<file path="src/rtl/csw_defs.svh">
// Register offsets, field positions and reset values of the controller status words
`ifndef CSW_DEFS_SVH
`define CSW_DEFS_SVH
// Printed offsets are register indexes; byte address is four times the index
`define CSW_IDX_MEMORY_FAULT      8'h01
`define CSW_IDX_ARRANGEMENT_FAULT 8'h02
`define CSW_IDX_SAVE_AND_WRITE    8'h13
`define CSW_IDX_SUMMARY           8'h00
`define CSW_IDX_IRQ_STATUS        8'h20
`define CSW_IDX_IRQ_MASK          8'h21
// Memory fault status fields
`define CSW_BIT_NVM_FAULT         4
`define CSW_BIT_SETTING_FAULT     6
`define CSW_BIT_MODEL_DATA_FAULT  9
`define CSW_BIT_MODEL_MISMATCH    12
// Arrangement fault status field
`define CSW_BIT_ILLEGAL_ARRANGE   8
// Save and write status fields
`define CSW_BIT_SECOND_RAM_SAVE   1
`define CSW_BIT_REGISTRATION_LOST 3
`define CSW_BIT_WRITE_MODE        8
`define CSW_BIT_RAM_DIFFERS       9
// Summary word fields
`define CSW_BIT_SUM_DEVICE_ERR    0
`define CSW_BIT_SUM_CONFIG_ERR    1
// Interrupt status bits (one per fault source; setting and model data faults share one bit)
`define CSW_IRQ_WIDTH             7
`define CSW_IRQ_RESET             7'h00
`define CSW_WORD_RESET            16'h0000
// AHB encodings
`define CSW_HTRANS_NONSEQ         2'h2
`define CSW_HSIZE_WORD            3'h2
`endif

</file>
<file path="src/rtl/csw_pkg.sv">
// Types shared by the controller status word bank
package csw_pkg;
  // Raw fault and mode inputs from the controller core
  typedef struct packed {
    logic nvm_fault;          // Non-volatile storage fault
    logic setting_fault;      // Setting value fault
    logic model_data_fault;   // Model information data fault
    logic model_mismatch;     // Model information mismatch
    logic illegal_arrange;    // Unit left of head end unit
    logic second_ram_save;    // Power lost during second RAM area save
    logic registration_lost;  // Power lost during registration
    logic ram_write_mode;     // 1 = RAM only writes
    logic ram_differs;        // RAM differs from stored copy
  } csw_status_in_t;

  // AHB-Lite slave side request
  typedef struct packed {
    logic        hsel;
    logic [31:0] haddr;
    logic [1:0]  htrans;
    logic        hwrite;
    logic [2:0]  hsize;
    logic        hready;
    logic [31:0] hwdata;
  } csw_ahb_req_t;

  // AHB-Lite slave side response
  typedef struct packed {
    logic [31:0] hrdata;
    logic        hreadyout;
    logic        hresp;
  } csw_ahb_rsp_t;

  // Whole module state
  typedef struct packed {
    csw_status_in_t                 sync1;      // First synchroniser stage
    csw_status_in_t                 sync2;      // Second synchroniser stage
    logic [15:0]                    mem_word;   // Memory fault status word
    logic [15:0]                    arr_word;   // Arrangement fault word
    logic [15:0]                    saw_word;   // Save and write status word
    logic [15:0]                    sum_word;   // Summary word
    logic [6:0]                     irq_stat;   // Sticky event bits
    logic [6:0]                     irq_mask;   // Interrupt enables
    logic [6:0]                     prev_src;   // Previous fault levels
    logic                           rd_pend;    // Read data phase pending
    logic                           wr_pend;    // Write data phase pending
    logic [7:0]                     idx;        // Latched register index
    logic [31:0]                    hrdata;     // Read data out
    logic                           irq;        // Interrupt line
  } csw_state_t;
endpackage

</file>
<file path="src/rtl/csw_status_bank.sv">
// Controller status word bank with AHB-Lite slave and fault interrupt
//
// Overview of operation
// - Memory fault word: bits 4,6,9,12 flag faults
// - Arrangement word bit 8 flags illegal arrangement
// - Save word bit 1: second RAM save lost
// - Save word bit 3: registration lost
// - Save word bit 8 shows write mode
// - Save word bit 9: RAM differs from storage
// - Summary config error bit follows arrangement word
//
// The AHB-Lite interface to the registers was left to the implementer.
`include "csw_defs.svh"
`timescale 1ns/10ps
`default_nettype none
module csw_status_bank (
  // Clock and reset
  input  wire logic                    clk,
  input  wire logic                    rst,
  // Fault and mode levels from the controller core
  input  wire csw_pkg::csw_status_in_t status_in,
  // AHB-Lite slave
  input  wire csw_pkg::csw_ahb_req_t   ahb_req,
  output var  csw_pkg::csw_ahb_rsp_t   ahb_rsp,
  // Interrupt
  output var  logic                    irq
);
  import csw_pkg::*;

  csw_state_t s_reg;  // Registered state
  csw_state_t s_next; // Next state

  // Pack synchronised levels into event sources in interrupt bit order
  function automatic logic [6:0] src_vec(input csw_status_in_t v);
    src_vec = {v.ram_differs, v.registration_lost, v.second_ram_save, v.illegal_arrange,
               v.model_mismatch, v.model_data_fault | v.setting_fault, v.nvm_fault};
  endfunction

  // Register index from a byte address; upper bits must be clear for a hit
  function automatic logic [7:0] addr_idx(input logic [31:0] a);
    addr_idx = a[9:2];
  endfunction

  // Readback mux, unmapped indexes read zero
  function automatic logic [31:0] read_mux(input csw_state_t st, input logic [7:0] i);
    case (i)
      `CSW_IDX_MEMORY_FAULT:      read_mux = {16'h0000, st.mem_word};
      `CSW_IDX_ARRANGEMENT_FAULT: read_mux = {16'h0000, st.arr_word};
      `CSW_IDX_SAVE_AND_WRITE:    read_mux = {16'h0000, st.saw_word};
      `CSW_IDX_SUMMARY:           read_mux = {16'h0000, st.sum_word};
      `CSW_IDX_IRQ_STATUS:        read_mux = {25'h0000000, st.irq_stat};
      `CSW_IDX_IRQ_MASK:          read_mux = {25'h0000000, st.irq_mask};
      default:                    read_mux = 32'h00000000;
    endcase
  endfunction

  // Next state: synchronise, build words, serve bus, track events
  always_comb begin
    logic        take;
    logic [6:0]  cur_src;
    logic [6:0]  rise;
    logic [6:0]  clr;
    take    = 1'b0;
    cur_src = 7'h00;
    rise    = 7'h00;
    clr     = 7'h00;
    s_next  = s_reg;

    // Two flop synchroniser; only stage two feeds logic
    s_next.sync1 = status_in;
    s_next.sync2 = s_reg.sync1;

    // Status words rebuilt each cycle; all unused positions forced zero
    s_next.mem_word = `CSW_WORD_RESET;
    s_next.mem_word[`CSW_BIT_NVM_FAULT]        = s_reg.sync2.nvm_fault;
    s_next.mem_word[`CSW_BIT_SETTING_FAULT]    = s_reg.sync2.setting_fault;
    s_next.mem_word[`CSW_BIT_MODEL_DATA_FAULT] = s_reg.sync2.model_data_fault;
    s_next.mem_word[`CSW_BIT_MODEL_MISMATCH]   = s_reg.sync2.model_mismatch;

    s_next.arr_word = `CSW_WORD_RESET;
    s_next.arr_word[`CSW_BIT_ILLEGAL_ARRANGE] = s_reg.sync2.illegal_arrange;

    s_next.saw_word = `CSW_WORD_RESET;
    s_next.saw_word[`CSW_BIT_SECOND_RAM_SAVE]   = s_reg.sync2.second_ram_save;
    s_next.saw_word[`CSW_BIT_REGISTRATION_LOST] = s_reg.sync2.registration_lost;
    s_next.saw_word[`CSW_BIT_WRITE_MODE]        = s_reg.sync2.ram_write_mode;
    s_next.saw_word[`CSW_BIT_RAM_DIFFERS]       = s_reg.sync2.ram_differs;

    // Summary is built from the registered detail words, so it lags them by one cycle
    s_next.sum_word = `CSW_WORD_RESET;
    s_next.sum_word[`CSW_BIT_SUM_DEVICE_ERR] = |s_reg.mem_word;
    s_next.sum_word[`CSW_BIT_SUM_CONFIG_ERR] = |s_reg.arr_word;

    // Rising fault levels are events
    cur_src       = src_vec(s_reg.sync2);
    rise          = cur_src & ~s_reg.prev_src;
    s_next.prev_src = cur_src;

    // Address phase accepted when selected, ready and NONSEQ
    take = ahb_req.hsel && ahb_req.hready && (ahb_req.htrans == `CSW_HTRANS_NONSEQ);

    // Data phase completes in the cycle after the address phase
    s_next.rd_pend = 1'b0;
    s_next.wr_pend = 1'b0;
    if (s_reg.rd_pend) begin
      // Read of interrupt status clears only the bits the master was shown;
      // an event raised after the snapshot survives, and set wins over the clear
      if (s_reg.idx == `CSW_IDX_IRQ_STATUS) begin
        clr = s_reg.hrdata[6:0];
      end
    end
    if (s_reg.wr_pend) begin
      // Only the mask takes writes; status words ignore them
      if (s_reg.idx == `CSW_IDX_IRQ_MASK) begin
        s_next.irq_mask = ahb_req.hwdata[6:0];
      end
    end
    if (take) begin
      s_next.idx     = (ahb_req.haddr[31:10] == 22'h000000) ? addr_idx(ahb_req.haddr) : 8'hFF;
      s_next.rd_pend = !ahb_req.hwrite;
      s_next.wr_pend = ahb_req.hwrite;
      // Read data captured now so it is stable during the data phase
      s_next.hrdata  = ahb_req.hwrite ? 32'h00000000 :
                       read_mux(s_reg, s_next.idx);
    end

    s_next.irq_stat = (s_reg.irq_stat & ~clr) | rise;
    s_next.irq      = |(s_next.irq_stat & s_next.irq_mask);
  end

  // State register
  always_ff @(posedge clk or posedge rst) begin
    if (rst) begin
      s_reg <= '0;
    end else begin
      s_reg <= s_next;
    end
  end

  // Read data and interrupt straight from flops; ready and response tied off, so slave never inserts wait states
  always_comb begin
    ahb_rsp.hrdata    = s_reg.hrdata;
    ahb_rsp.hreadyout = 1'b1;
    ahb_rsp.hresp     = 1'b0;
    irq               = s_reg.irq;
  end
endmodule
`default_nettype wire

</file>
<file path="config.mk">
export PLATFORM = sky130hd
export DESIGN_NAME = csw_status_bank
export DESIGN_NICKNAME = d
export VERILOG_FILES = /design/src/rtl/csw_pkg.sv /design/src/rtl/csw_status_bank.sv
export VERILOG_INCLUDE_DIRS = /design/src /design/src/rtl
export SDC_FILE = /design/constraint.sdc
export NUM_CORES = 1
export LEC_CHECK = 0
export BUFFER_PORTS_ARGS = -buffer_cell sky130_fd_sc_hd__buf_2
export CORE_MARGIN = 3
export CORE_UTILIZATION = 47
export CTS_CLUSTER_DIAMETER = 30
export DETAILED_ROUTE_END_ITERATION = 12
export PLACE_DENSITY = 0.8
export SLEW_MARGIN = 20
export SYNTH_ARGS = -nofsm -noshare
export SYNTH_HDL_FRONTEND = slang
export SYNTH_SLANG_ARGS = --single-unit
</file>
<file path="constraint.sdc">
create_clock -name clk -period 2.8 [get_ports clk]
set_clock_uncertainty 0.05 [all_clocks]
set_input_delay 0.7 -clock clk [delete_from_list [all_inputs] [get_ports clk]]
set_output_delay 0.7 -clock clk [all_outputs]
set_load 0.05 [all_outputs]
</file>
==> impl_metrics.csv, run 1 <==
group,metric,value,unit
critical_path,worstSetupEndpointType,"flip-flop",
critical_path,cp-start-kind,"flip-flop",
floorplanning,start_util,0.494,
critical_path,worstSetupPathType,"reg -> reg",
hold_path,hold_class,"reg -> reg",
timing,finalSetupViolations,0,
hold_path,hold_depth,0,
clocking,cts_setup_buffers,0,
critical_path,required,2.95,ns
finish,largest_reg_flops,36,
route,wl_per_cell,15.4,microns
clocking,clk_latency,0.34,ns
global_routing,grt_usage,0.175,
clocking,hold_buffers,0,
logic_synthesis,synth_seq_area_share,0.587,
floorplanning,dieHeight,82.8,microns
place,io_buffers,63,
finish,nNetsFinal,377,
critical_path,critPathBufInv,0,
critical_path,reg2reg_from,"s_reg[37]$_DFFE_PP0P_",
clocking,ctsResizeCount,0,
critical_path,slowest_delay,0.51,ns
critical_path,cp-startpoint,"s_reg[37]$_DFFE_PP0P_",
clocking,cts_buffers,9,
flow_run,drv_cap,0,
timing,fin_tns_setup,0,ns
global_routing,grt_pass1_vias,1943,
logic_synthesis,synth_seq_cells,65,
pwr,vdd_drop_max,269,uV
timing,finalCriticalPeriod,2.39,ns
global_routing,grt_max_degree,27,
pwr,power_density,592,mW/mm^2
logic_synthesis,syn_inst,229,
clocking,cts_max_path_buffers,2,
timing,rsz0062_at_grt,"no",
place,routabilityCongestion,0.862,
critical_path,crit_fanout,7,
timing,fin_hold_ws,0.293,ns
global_routing,grt_pass1_wl,9390,microns
pwr,p_leak,1.54,nW
finish,n_antenna_cell,0,
finish,final_layout_size_suffix_gt1_frac,0.341,
timing,tightest_slew,0.671,ns
logic_synthesis,synth_edf_count,0,
clocking,clkSlewWorstSetupHoldPaths,0.07,ns
critical_path,worst-r2r-cell-count,5,
global_routing,grt_overflow,0,
timing,relSlewSlack,0.549,
floorplanning,die_area,0.00686,sq mm
floorplanning,io-pin-count,118,
finish,synthToLayoutAreaGrowth,16.4,%
timing,hold_viol_final,0,
global_routing,antenna_found_initial,0,
critical_path,worstPathCellList,"nor4b_4, and4_4, mux2_4, a22o_1, or4_4",
run_status,outcome,"finished, final reports clean",
clocking,htreeDepth,3,
floorplanning,core_area,0.00561,sq mm
route,route.detailed.drc,0,
timing,fin_crit_sh,0.853,
route,drt_iter0_markers,161,
route,via_count,1883,
timing,fmax,419,MHz
floorplanning,die_w,82.8,microns
route,wirelength,5700,microns
logic_synthesis,synth_cell_types,41,
route,viasPerCell,5.08,
logic_synthesis,ys.flop_type,"dfrtp_1",
logic_synthesis,synth_warnings,0,
logic_synthesis,synth_area,0.00277,sq mm
critical_path,cp_slowest_cell,"or4_4",
critical_path,arrival,2.54,ns
hold_path,worstHoldStart,"s_next[129]$_DFF_PP0_",
route,first_pass_iters,4,
clocking,cts_sinks,65,
clocking,cts_tree,"built",
floorplanning,fp-row-count,27,
clocking,cts_root_buf,"clkbuf_8",
timing,report.final.slew_viol_count,0,
place,dpl.hpwl,4210,microns
logic_synthesis,async_flop_share,1.00,
critical_path,path_delay_family,"simple AND/OR/NAND/NOR gates",
critical_path,cp.depth,5,
logic_synthesis,syn_avg_cell_area,12.1,sq um
route,drtAntennaViolNets,0,
per-layer routing:
layer / global-route usage / vias to the layer above / part of all wire
li1: - / 888 / -
met1: 0.207 / 899 / 0.41
met2: 0.281 / 91 / 0.49
met3: 0.0595 / 5 / 0.083
met4: 0.0921 / 0 / 0.012
met5: 0 / - / 0
layout make-up:
cell class	instances	area (sq um)
fillers	485	2380
flip-flops and latches	65	1630
multi-input cells	136	906
repair buffers	70	368
clock buffers	14	183
well taps	72	90.1
inverters	12	45.0
clock inverters	2	10.0
report_power, final:
group	internal, mW	leakage (nW)	switching (mW)
sequential	0.969	0.758	0.0167
clock	0.416	0.102	0.331
combinational	0.0511	0.683	0.127
total	1.44	1.54	0.475
worst paths after layout:
path | to | slack, ns
setup / recovery | irq$_DFF_PP0_ | 0.41
hold / removal | s_next[88]$_DFF_PP0_ | 0.29
setup reg to reg | irq$_DFF_PP0_ | 0.41
hold reg to reg | s_next[88]$_DFF_PP0_ | 0.29
max in group asynchronous | s_reg[45]$_DFF_PP0_ | 1.65
min in group asynchronous | ahb_rsp[3]$_DFFE_PP0P_ | 0.34
cell usage in the layout, fill, tap and decap left out, types with 6 or more instances in the layout:
master,Yosys,routed
dfrtp_1,65,65
clkbuf_8,0,13
nor2_1,8,8
nand2_1,18,18
o21ai_0,7,7
buf_2,0,63
inv_1,12,11
o22a_1,8,8
nor4_1,6,6
nand4_1,8,8
buf_4,34,7
conb_1,2,24
mux2_2,7,7
a22o_1,7,7
synthesized netlist by cell type, types with 3 or more instances:
cell / count / share of area
a22o_1: 7 / 0.022
a22oi_1: 3 / 0.0081
buf_4: 34 / 0.092
clkbuf_1: 3 / 0.0041
dfrtp_1: 65 / 0.59
inv_1: 12 / 0.016
mux2_2: 7 / 0.028
mux2i_1: 3 / 0.011
nand2_1: 18 / 0.024
nand3_1: 3 / 0.0054
nand4_1: 8 / 0.018
nand4b_1: 3 / 0.0095
nor2_1: 8 / 0.011
nor3_1: 3 / 0.0054
nor4_1: 6 / 0.014
o21ai_0: 7 / 0.013
o22a_1: 8 / 0.025
o22ai_1: 3 / 0.0068
metrics by stage:
stage | cells | worst slack, ns | util | total power [mW] | instance area [sq um]
3_5_place_dp | 355 | 0.293 | 0.541 | 1.18 | 3040
4_1_cts | 371 | 0.434 | 0.576 | 1.93 | 3230
5_1_grt | 371 | 0.379 | 0.576 | 2.00 | 3230
2_1_floorplan | 251 | 0.424 | - | 1.15 | 2860
6_report | 371 | 0.412 | 0.576 | 1.91 | 3230
3_3_place_gp | 355 | 0.336 | 0.541 | 1.18 | 3040
logic make-up after synthesis:
group | after synthesis | synth area share
other | 2 | 0.00271
buffers and inverters | 50 | 0.116
AND/OR/NAND/NOR | 62 | 0.132
multiplexers | 13 | 0.0542
AO/OA/AOI/OAI | 37 | 0.108
flip-flops | 65 | 0.587
(Power assumes the default switching activity.)
==> run 2: changes to the inputs <==
CORE_MARGIN = 10   (was 3)
CORE_UTILIZATION = 50   (was 47)
CTS_CLUSTER_DIAMETER = 40   (was 30)
PLACE_DENSITY = 0.84   (was 0.8)
clock period = 3 ns   (was 2.8 ns; I/O delays follow)
==> run 2 against run 1 <==
Non-clock buffer count fell by 3; core utilization rose by 1.6 points; total power fell by 7.0%; sequential cell count did not move; wire length rose by 4.7%; highest routed layer unchanged.
==> impl_metrics.csv, run 2 (synthesis results as in run 1) <==
group,metric,value,unit
clocking,cts_max_path_buffers,2,
timing,setup_slack,0.671,ns
global_routing,grt_overflow,0,
timing,fin_tns_setup,0,ns
pwr,intPower,1.34,mW
finish,nNetsFinal,374,
critical_path,required,3.15,ns
clocking,clkSlewWorstSetupHoldPaths,0.07,ns
critical_path,worst-r2r-cell-count,5,
clocking,clk_latency,0.33,ns
global_routing,grt_util_met3,0.0730,
floorplanning,fp-row-count,27,
flow_run,drv_cap,0,
finish,layout_common_cells,"65 x dfrtp_1, 63 x buf_2, 24 x conb_1, 18 x nand2_1, 13 x clkbuf_8",
pwr,p_clk_frac,0.389,
route,first_pass_iters,4,
clocking,cts_tree,"built",
critical_path,crit_fanout,7,
global_routing,antenna_found_initial,0,
floorplanning,dieHeight,94.5,microns
timing,finalSetupViolations,0,
floorplanning,io-pin-count,118,
global_routing,grt_pass1_wl,9380,microns
timing,finalCriticalPeriod,2.33,ns
timing,rsz0062_at_grt,"no",
place,placed_cell_area,0.00303,sq mm
hold_path,hold_end,"s_reg[88]$_DFF_PP0_",
hold_path,hold_class,"reg -> reg",
finish,n_antenna_cell,0,
global_routing,top_usage_layer,"met2",
critical_path,worstSetupPathType,"reg -> reg",
place,routabilityCongestion,0.851,
floorplanning,core_area,0.00544,sq mm
pwr,total_power,1.78,mW
global_routing,gr-usage-met1,0.149,
place,place_inst,352,
critical_path,reg2reg_from,"s_reg[37]$_DFFE_PP0P_",
global_routing,met2_usage,0.208,
critical_path,r2r-end,"irq$_DFF_PP0_",
clocking,htreeDepth,3,
global_routing,grt_max_degree,66,
finish,final_layout_size_suffix_gt1_frac,0.334,
timing,hold_viol_final,0,
timing,fmax,429,MHz
route,route.detailed.drc,0,
clocking,cts_sinks,65,
timing,fin_crit_sh,0.776,
finish,synthToLayoutAreaGrowth,16.1,%
pwr,p_leak,1.53,nW
clocking,cts_buffers,9,
critical_path,arrival,2.48,ns
clocking,ctsResizeCount,0,
clocking,cts_setup_buffers,0,
floorplanning,die_w,94.5,microns
clocking,cts_root_buf,"clkbuf_8",
global_routing,grt_pass1_vias,1972,
pwr,vdd_drop_max,308,uV
pwr,switching_power,0.437,mW
critical_path,cp-start-kind,"flip-flop",
timing,report.final.slew_viol_count,0,
pwr,power_frac_comb,0.093,
critical_path,r2r_slack,0.67,ns
clocking,hold_buffers,0,
finish,largest_reg_flops,36,
critical_path,worstSetupEndpointType,"flip-flop",
place,dpl.hpwl,4490,microns
route,drt_iter0_markers,126,
floorplanning,start_util,0.510,
hold_path,worstHoldStart,"s_next[88]$_DFF_PP0_",
global_routing,grt_usage,0.135,
floorplanning,die_area,0.00892,sq mm
pwr,power_density,552,mW/mm^2
route,wl_per_cell,16.2,microns
pwr,seqPwrFrac,0.517,
place,io_buffers,63,
route,viasPerCell,5.04,
hold_path,hold_depth,0,
finish,layout_commonest_cell,"dfrtp_1",
route,wirelength,5970,microns
finish,stdcell_count,368,
timing,tightest_slew,0.647,ns
pwr,p_sw_frac,0.246,
finish,finish.instance_area,0.00322,sq mm
run_status,outcome,"finished, final reports clean",
route,drtAntennaViolNets,0,
place,dp_slack,0.459,ns
route,via_count,1854,
timing,relSlewSlack,0.565,
## run 2: critical path, stage by stage (launching register included)
cell	delay (ns)
dfrtp_1	0.41
nor4b_4	0.31
and4_4	0.35
mux2_4	0.32
a22o_1	0.25
or4_4	0.51
## run 2: through the flow
step | util | hold WS [ns]
2_1_floorplan | - | 0.281
3_3_place_gp | 0.556 | 0.281
3_5_place_dp | 0.556 | 0.285
4_1_cts | 0.592 | 0.298
5_1_grt | 0.592 | 0.304
6_report | 0.592 | 0.296
## run 2: metal layers
layer / wire, microns / part of all wire
met5: 0 / 0
met1: 2390 / 0.40
met3: 694 / 0.12
met4: 62 / 0.010
met2: 2830 / 0.47
## run 2: worst max path at each step
| stage | startpoint | endpoint | slack [ns] | depth (start not counted) |
|---|---|---|---|---|
| floorplan | rst | ahb_rsp[10]$_DFFE_PP0P_ | 0.57 | 1 |
| global placement | ahb_req[43] | ahb_rsp[8]$_DFFE_PP0P_ | 0.49 | 6 |
| detailed placement | ahb_req[43] | ahb_rsp[6]$_DFFE_PP0P_ | 0.46 | 6 |
| CTS | s_reg[37]$_DFFE_PP0P_ | irq$_DFF_PP0_ | 0.64 | 5 |
| global route | s_reg[34]$_DFFE_PP0P_ | irq$_DFF_PP0_ | 0.61 | 6 |
| finish | s_reg[37]$_DFFE_PP0P_ | irq$_DFF_PP0_ | 0.67 | 5 |
## run 2: cell type report
type / count / area, sq um
clock buffer: 14 / 183
multi-input combinational: 136 / 906
sequential: 65 / 1630
inverter: 12 / 45.0
fill: 441 / 2220
tap: 72 / 90.1
timing repair buffer: 67 / 358
clock inverter: 2 / 10.0
## run 2: power by group through the flow
stage                     logic, mW  registers (mW)  clock network, mW
after floorplan               0.138           0.932                  0
after global placement        0.164           0.934                  0
after detailed placement      0.166           0.935                  0
after CTS                     0.166           0.919              0.717
after global routing          0.180           0.921              0.750
final                         0.166           0.919              0.692
